==> src/rtl/pwc_consts.svh <==
`ifndef PWC_CONSTS_SVH
`define PWC_CONSTS_SVH
// register word offsets (byte addresses = 4 * index)
`define PWC_IDX_ENABLE   3'h0
`define PWC_IDX_POLARITY 3'h1
`define PWC_IDX_CLKSEL   3'h2
`define PWC_IDX_CONTROL  3'h5
// concatenation bit positions in the modulator control register
`define PWC_PAIR01_BIT   4
`define PWC_PAIR23_BIT   5
`define PWC_PAIR45_BIT   6
`define PWC_CTL_MASK     8'h70
`define PWC_CH_MASK      8'h3F
`define PWC_RST_BYTE     8'h00
`endif

==> src/rtl/pwc_pkg.sv <==
package pwc_pkg;
    typedef logic [7:0] pwc_byte_t;
    typedef enum logic [1:0] {
        PWC_IDLE = 2'b01,
        PWC_ACK  = 2'b10
    } pwc_bus_e;
endpackage : pwc_pkg

==> src/rtl/pwc_chan.sv <==
`timescale 1ns/10ps
// one 8-bit modulator channel; a set enable is taken only on a clock tick, a cleared enable stops the channel at once
module pwc_chan
    import pwc_pkg::*;
(
    input  wire logic       clk_sys,
    input  wire logic       sys_rst,
    input  wire logic       tick,
    input  wire logic       enable,
    input  wire logic       polarity,
    input  wire logic [7:0] period,
    input  wire logic [7:0] duty,
    output logic            pwm_out
);
    typedef struct packed {
        logic       run;
        logic [7:0] cnt;
        logic       out;
    } pwc_ch_s;

    pwc_ch_s st, next_st;

    always_comb begin
        next_st = st;
        if (!enable) begin
            next_st.run = 1'b0;
            next_st.cnt = 8'h00;
        end else if (tick) begin
            next_st.run = 1'b1;
            if (st.run) begin
                next_st.cnt = (st.cnt + 8'h01 >= period) ? 8'h00 : st.cnt + 8'h01;
            end
        end
        // idle output sits at the inactive level; level follows the bit at once
        if (!next_st.run)
            next_st.out = ~polarity;
        else
            next_st.out = (next_st.cnt < duty) ? polarity : ~polarity;
    end

    always_ff @(posedge clk_sys) begin
        if (sys_rst)
            st <= '0;
        else
            st <= next_st;
    end

    assign pwm_out = st.out;
endmodule : pwc_chan

==> src/rtl/pwc_ctrl.sv <==
// Design decisions made here: the placing of the registers and the Avalon-MM register port.
`timescale 1ns/10ps
`include "pwc_consts.svh"
// What this block does
// - six enable bits, each enables a channel
// - waveform starts on next selected clock tick
// - first period after enable may be irregular
// - concatenated pair enabled by low-order bit
// - high-order channel enable ignored, output held off
// - prescaler stops when all enables zero in run mode
// - enable, polarity, clock select always accessible
// - polarity one: high first, low at duty
// - polarity zero: low first, high at duty
// - polarity change takes effect immediately
// - each channel picks one of two clocks
// - clock select change takes effect immediately
// - select zero plain clock, one scaled clock
// - clock A channels 0,1,4,5; clock B 2,3
// - lower channel is high byte when concatenated; here the pair runs on the odd channel's 8-bit compare alone
module pwc_ctrl
    import pwc_pkg::*;
#(
    parameter int CH = 6
) (
    input  wire logic        clk_sys,
    input  wire logic        sys_rst,
    input  wire logic [2:0]  avs_address,
    input  wire logic        avs_read,
    input  wire logic        avs_write,
    input  wire logic [31:0] avs_writedata,
    input  wire logic [3:0]  avs_byteenable,
    output logic [31:0]      avs_readdata,
    output logic             avs_waitrequest,
    input  wire logic        run_mode,
    input  wire logic        tick_clock_a,
    input  wire logic        tick_scaled_clock_a,
    input  wire logic        tick_clock_b,
    input  wire logic        tick_scaled_clock_b,
    input  wire logic [7:0]  period_lo [CH],
    input  wire logic [7:0]  duty_lo [CH],
    output logic [CH-1:0]    pwm_out,
    output logic             prescaler_run,
    output logic [CH-1:0]    chan_active
);
    // ----------------------------------------------------------------
    // state
    // ----------------------------------------------------------------
    typedef struct packed {
        pwc_bus_e   bus;
        pwc_byte_t  channel_enable;
        pwc_byte_t  start_polarity;
        pwc_byte_t  channel_clock_source_select;
        pwc_byte_t  modulator_control_register;
        logic [31:0] rdata;
    } pwc_ctrl_s;

    pwc_ctrl_s st, next_st;

    function automatic pwc_byte_t merge(input pwc_byte_t old, input logic [31:0] wd,
                                        input logic be, input pwc_byte_t mask);
        merge = be ? (wd[7:0] & mask) : old;
    endfunction : merge

    // ----------------------------------------------------------------
    // avalon slave: one wait cycle, then answer
    // ----------------------------------------------------------------
    always_comb begin
        next_st = st;
        unique case (st.bus)
            PWC_IDLE: begin
                if (avs_read || avs_write)
                    next_st.bus = PWC_ACK;
            end
            PWC_ACK: begin
                next_st.bus = PWC_IDLE;
                next_st.rdata = 32'h0000_0000;
                if (avs_write) begin
                    unique case (avs_address)
                        `PWC_IDX_ENABLE: next_st.channel_enable =
                            merge(st.channel_enable, avs_writedata, avs_byteenable[0],
                                  `PWC_CH_MASK);
                        `PWC_IDX_POLARITY: next_st.start_polarity =
                            merge(st.start_polarity, avs_writedata, avs_byteenable[0],
                                  `PWC_CH_MASK);
                        `PWC_IDX_CLKSEL: next_st.channel_clock_source_select =
                            merge(st.channel_clock_source_select, avs_writedata,
                                  avs_byteenable[0], `PWC_CH_MASK);
                        `PWC_IDX_CONTROL: next_st.modulator_control_register =
                            merge(st.modulator_control_register, avs_writedata,
                                  avs_byteenable[0], `PWC_CTL_MASK);
                        default: ;
                    endcase
                end
            end
            default: next_st.bus = PWC_IDLE;
        endcase
        // read data prepared in idle so it stands in the acknowledge cycle
        if (st.bus == PWC_IDLE && avs_read) begin
            unique case (avs_address)
                `PWC_IDX_ENABLE:   next_st.rdata = {24'h000000, st.channel_enable};
                `PWC_IDX_POLARITY: next_st.rdata = {24'h000000, st.start_polarity};
                `PWC_IDX_CLKSEL:
                    next_st.rdata = {24'h000000, st.channel_clock_source_select};
                `PWC_IDX_CONTROL:
                    next_st.rdata = {24'h000000, st.modulator_control_register};
                default:           next_st.rdata = 32'h0000_0000;
            endcase
        end
    end

    always_ff @(posedge clk_sys) begin
        if (sys_rst) begin
            st.bus                         <= PWC_IDLE;
            st.channel_enable              <= `PWC_RST_BYTE;
            st.start_polarity              <= `PWC_RST_BYTE;
            st.channel_clock_source_select <= `PWC_RST_BYTE;
            st.modulator_control_register  <= `PWC_RST_BYTE;
            st.rdata                       <= 32'h0000_0000;
        end else begin
            st <= next_st;
        end
    end

    assign avs_waitrequest = (avs_read || avs_write) && (st.bus != PWC_ACK);
    assign avs_readdata    = st.rdata;

    // ----------------------------------------------------------------
    // enable routing, concatenation and clock choice
    // ----------------------------------------------------------------
    logic [2:0]    concat;
    logic [CH-1:0] eff_en;
    logic [CH-1:0] tick;
    logic [CH-1:0] chan_pin;

    assign concat = {st.modulator_control_register[`PWC_PAIR45_BIT],
                     st.modulator_control_register[`PWC_PAIR23_BIT],
                     st.modulator_control_register[`PWC_PAIR01_BIT]};

    always_comb begin
        for (int i = 0; i < CH; i++) begin
            // odd channel of a pair is the low-order byte and owns the enable
            if ((i % 2 == 0) && concat[i/2])
                eff_en[i] = 1'b0;
            else
                eff_en[i] = st.channel_enable[i];
            // limitation: clocks A/B are only reachable from their own group
            if (i == 2 || i == 3)
                tick[i] = st.channel_clock_source_select[i] ? tick_scaled_clock_b
                                                            : tick_clock_b;
            else
                tick[i] = st.channel_clock_source_select[i] ? tick_scaled_clock_a
                                                            : tick_clock_a;
        end
    end

    // datapath per channel is 8-bit; the 16-bit compare of a pair (lower
    // channel as high byte) belongs to the datapath outside this front end
    for (genvar g = 0; g < CH; g++) begin : g_ch
        pwc_chan u_chan (
            .clk_sys  (clk_sys),
            .sys_rst  (sys_rst),
            .tick     (tick[g]),
            .enable   (eff_en[g]),
            .polarity (st.start_polarity[g]),
            .period   (period_lo[g]),
            .duty     (duty_lo[g]),
            .pwm_out  (chan_pin[g])
        );
    end

    always_comb begin
        for (int i = 0; i < CH; i++)
            pwm_out[i] = ((i % 2 == 0) && concat[i/2]) ? 1'b0 : chan_pin[i];
    end

    assign chan_active   = eff_en;
    // stopping the prescaler only in run mode; outside run mode prescaler_run is held high
    assign prescaler_run = !(run_mode && (st.channel_enable[CH-1:0] == {CH{1'b0}}));
endmodule : pwc_ctrl

==> config.mk <==
export PLATFORM = sky130hd
export DESIGN_NAME = pwc_ctrl
export DESIGN_NICKNAME = d
export VERILOG_FILES = /design/src/rtl/pwc_pkg.sv /design/src/rtl/pwc_chan.sv /design/src/rtl/pwc_ctrl.sv
export VERILOG_INCLUDE_DIRS = /design/src /design/src/rtl
export SDC_FILE = /design/constraint.sdc
export NUM_CORES = 1
export LEC_CHECK = 0
export BUFFER_PORTS_ARGS = -buffer_cell sky130_fd_sc_hd__buf_2
export CAP_MARGIN = 5
export CELL_PAD_IN_SITES_DETAIL_PLACEMENT = 1
export CELL_PAD_IN_SITES_GLOBAL_PLACEMENT = 2
export CORE_MARGIN = 3
export CORE_UTILIZATION = 33
export DETAILED_ROUTE_END_ITERATION = 8
export GPL_TIMING_DRIVEN = 0
export HOLD_SLACK_MARGIN = 0.05
export MAX_ROUTING_LAYER = met4
export PLACE_DENSITY_LB_ADDON = 0.1
export SETUP_SLACK_MARGIN = 0.02
export SYNTH_ARGS = -nofsm -noshare
export SYNTH_HDL_FRONTEND = slang
export SYNTH_SLANG_ARGS = --single-unit
==> constraint.sdc <==
create_clock -name clk_sys -period 10.43 [get_ports clk_sys]
set_clock_uncertainty 0.15 [all_clocks]
set_input_delay 1.5645 -clock clk_sys [delete_from_list [all_inputs] [get_ports clk_sys]]
set_output_delay 1.5645 -clock clk_sys [all_outputs]
set_load 0.03 [all_outputs]
==> flow_summary.toml <==
[floorplan]
die_area_um2 = 24110
die_w_um = 155.3
die_h_um = 155.3
num_io_pins = 190
num_rows = 53
start_util = 0.3422
coreArea_um2 = 21490

[global_routing]
antenna_found_initial = 4
grt_pass1_vias = 6614
grt_use_total = 0.1737
grt_pass1_wl_um = 33360
grt_max_degree = 17
overflow = 0

[yosys]
synth.largest_area_cell = "dfxtp_1"
synth_edf_count = 0
synth-main-ff-cell = "dfxtp_1"
yosysWarnings = 0
async_flop_share = 0
synth_seq_cells = 90
syn_inst = 904
synthTopCellsByArea = "dfxtp_1 25%, ha_1 16%, inv_1 5.2%, nor2_1 4.5%, buf_4 4.2%"
ys_seq_area_frac = 0.2450
syn_area_per_cell_um2 = 8.134
synthesis.area_um2 = 7353
synth_top_area_share = 0.2450
ys_types = 65

[placement]
dp.final_hpwl_um = 16880
pre_cts_ws_ns = 5.301
io_buffers = 134
place_congestion = 0.7777

[final_layout]
drive_gt1_frac = 0.2078
fillers = 2707
area_delta_synth_final_pct = 19.57
area.sequential_um2 = 1802
finalNetCount = 1313
postLayoutCoreUtil = 0.4092
multi_input_area_um2 = 4867

[pwr]
p_leak_nw = 4.252
finalPower_uw = 809.9
p_switching_uw = 209.1
p_comb_frac = 0.129
clock_power_share = 0.443
ir_worst_vdd_mv = 0.06350
powerDensity_nw_per_um2 = 92.12
swShare = 0.2582
seqPwrFrac = 0.429
internal_power_uw = 600.8

[sta]
final_hold_viol_count = 0
slew_headroom = 0.3850
drv_slew = 0
finalWorstSetupSlack_ns = 5.607
setup_viol = 0
rsz0062_at_grt = "no"
timing.hold.ws_ns = 0.3886
setup_tns_ns = 0
min_period_ns = 4.823
worst_pin_slew_ns = 0.8992
timing.fmax_ghz = 0.2073
min_period_over_period = 0.4624

[critical_path]
ff2ff_path_depth = 17
arrival_ns = 4.89
startpoint_type = "primary input"
critPathKind = "primary input to register"
end_kind = "register"
cp_slowest_cell = "a2111oi_0"
crit_chain = "buf_2, inv_1, ha_1, a211oi_1, o21ai_0, a21oi_4, a21oi_1, mux2_2, nor2_1, ha_1, a21o_1, a21o_1, a2111oi_0, or3_1, nand4b_1"
critPathMaxStageDelay_ns = 0.82
cp.required_ns = 10.50
regToRegStartpoint = "g_ch[0].u_chan.st[1]"
rrSetupSlack_ns = 5.73
path_max_fanout = 10
r2r_end = "g_ch[0].u_chan.pwm_out"

[clock_network]
postCtsSetupRepairBufs = 0
cts_tree = "yes"
root_buffer = "clkbuf_16"
cts.path.max_buffers = 2
insertion_delay_ns = 0.35
ctsResizeCount = 0
cts_max_level = 3
cts_buffers = 9
holdBufCountCts = 0
cts.clk_slew.worst_paths_ns = 0.06
clock-sinks = 90

[min_path]
hold_depth = 2
hold_path.class = "register to register"
holdCritStartpoint = "avs_readdata[2]"
min_to = "avs_readdata[2]"

[routing]
drc = 0
antenna_left = 0
via_count = 6586
routedWlPerCell_um = 15.20
via_per_inst = 4.853
drt-total-wl_um = 20630
dr.pass1.iters = 4
drt-initial-drc-count = 244

[run_status]
status = "completed"

[job]
cap_violations = 0
==> metal layers <==
layer,GRT usage,wire length (um),vias up
met5,-,0,-
met4,0.04252,184,0
met3,0.02197,874,10
met2,0.2847,9763,119
met1,0.2288,9803,3040
li1,-,-,3417
==> metrics by stage <==
stage	cells	instance area (um^2)
after floorplan	928	7443
after global placement	1337	8458
after detailed placement	1337	8458
after CTS	1353	8782
after global routing	1357	8792
final	1357	8792
==> critical path, delay by kind of cell <==
family	cells	cell delay, ns
buffers and inverters	2	0.11
adder cells (fa/ha/maj)	2	0.55
multiplexers	1	0.29
AND/OR/NAND/NOR	3	0.38
AO/OA/AOI/OAI	7	1.99
==> cell usage after synthesis (all sizes together) (3+ instances only) <==
master     n
inv      102
ha        96
nor2      92
dfxtp     90
nand2     49
buf       46
nor2b     40
nor3      34
nand2b    31
mux2i     30
a22oi     24
o21ai     24
xor2      23
a21oi     22
nand3     20
a21boi    18
clkbuf    16
nor3b     14
a211oi    13
xnor2     13
and3      11
nand4     11
mux2      10
a21o       6
nor4b      5
or3        5
a2111oi    4
a31oi      4
and4       4
a211o      3
a2bb2oi    3
a311oi     3
nor4       3
o2111ai    3
o211a      3
o211ai     3
o21bai     3
==> area by class of cell <==
type	instances	share of cell area
inverter	102	0.04355
clock buffer	9	0.02562
buffer	62	0.04454
timing repair buffer	134	0.07628
tap	275	0.03913
clock inverter	7	0.01124
antenna	4	0.001138
sequential	90	0.2049
multi-input combinational	674	0.5536
==> worst max path at each step <==
stage | startpoint | endpoint
after floorplan | period_lo[42] | g_ch[0].u_chan.pwm_out
after global placement | period_lo[37] | g_ch[1].u_chan.pwm_out
after detailed placement | period_lo[42] | g_ch[0].u_chan.pwm_out
after CTS | period_lo[42] | g_ch[0].u_chan.pwm_out
after global routing | g_ch[0].u_chan.st[1] | g_ch[0].u_chan.pwm_out
final | period_lo[42] | g_ch[0].u_chan.pwm_out
==> cells in the final DEF (no fill, tap or decap), types with 30 or more instances in the layout <==
cell,count
inv_1,102
nor2_1,89
nor2b_1,40
buf_2,138
buf_4,41
nor3_1,32
nand2_1,47
nand2b_1,31
dfxtp_1,90
mux2i_1,30
ha_1,96
==> power by group through the flow <==
stage / Combinational [mW] / Clock (mW) / Sequential, mW
after floorplan: 0.0649 / 0 / 0.354
after global placement: 0.104 / 0 / 0.355
after detailed placement: 0.105 / 0 / 0.355
after CTS: 0.106 / 0.371 / 0.347
after global routing: 0.118 / 0.384 / 0.347
final: 0.104 / 0.359 / 0.347
==> kinds of logic after synthesis <==
family / count (synthesis) / synth area share
AND/OR/NAND/NOR: 329 / 0.2358
multiplexers: 40 / 0.05768
XOR/XNOR: 36 / 0.04288
AO/OA/AOI/OAI: 148 / 0.1494
adder cells (fa/ha/maj): 96 / 0.1633
other: 1 / 0.0005100
flip-flops: 90 / 0.2450
buffers and inverters: 164 / 0.1053
==> state kept, by name (all words and copies together), names as in the netlist <==
register / flops
g_ch.u_chan.st: 54
st: 17
avs_readdata: 7
g_ch.u_chan.pwm_out: 6
chan_active: 3
concat: 3
(Power assumes the default switching activity.)
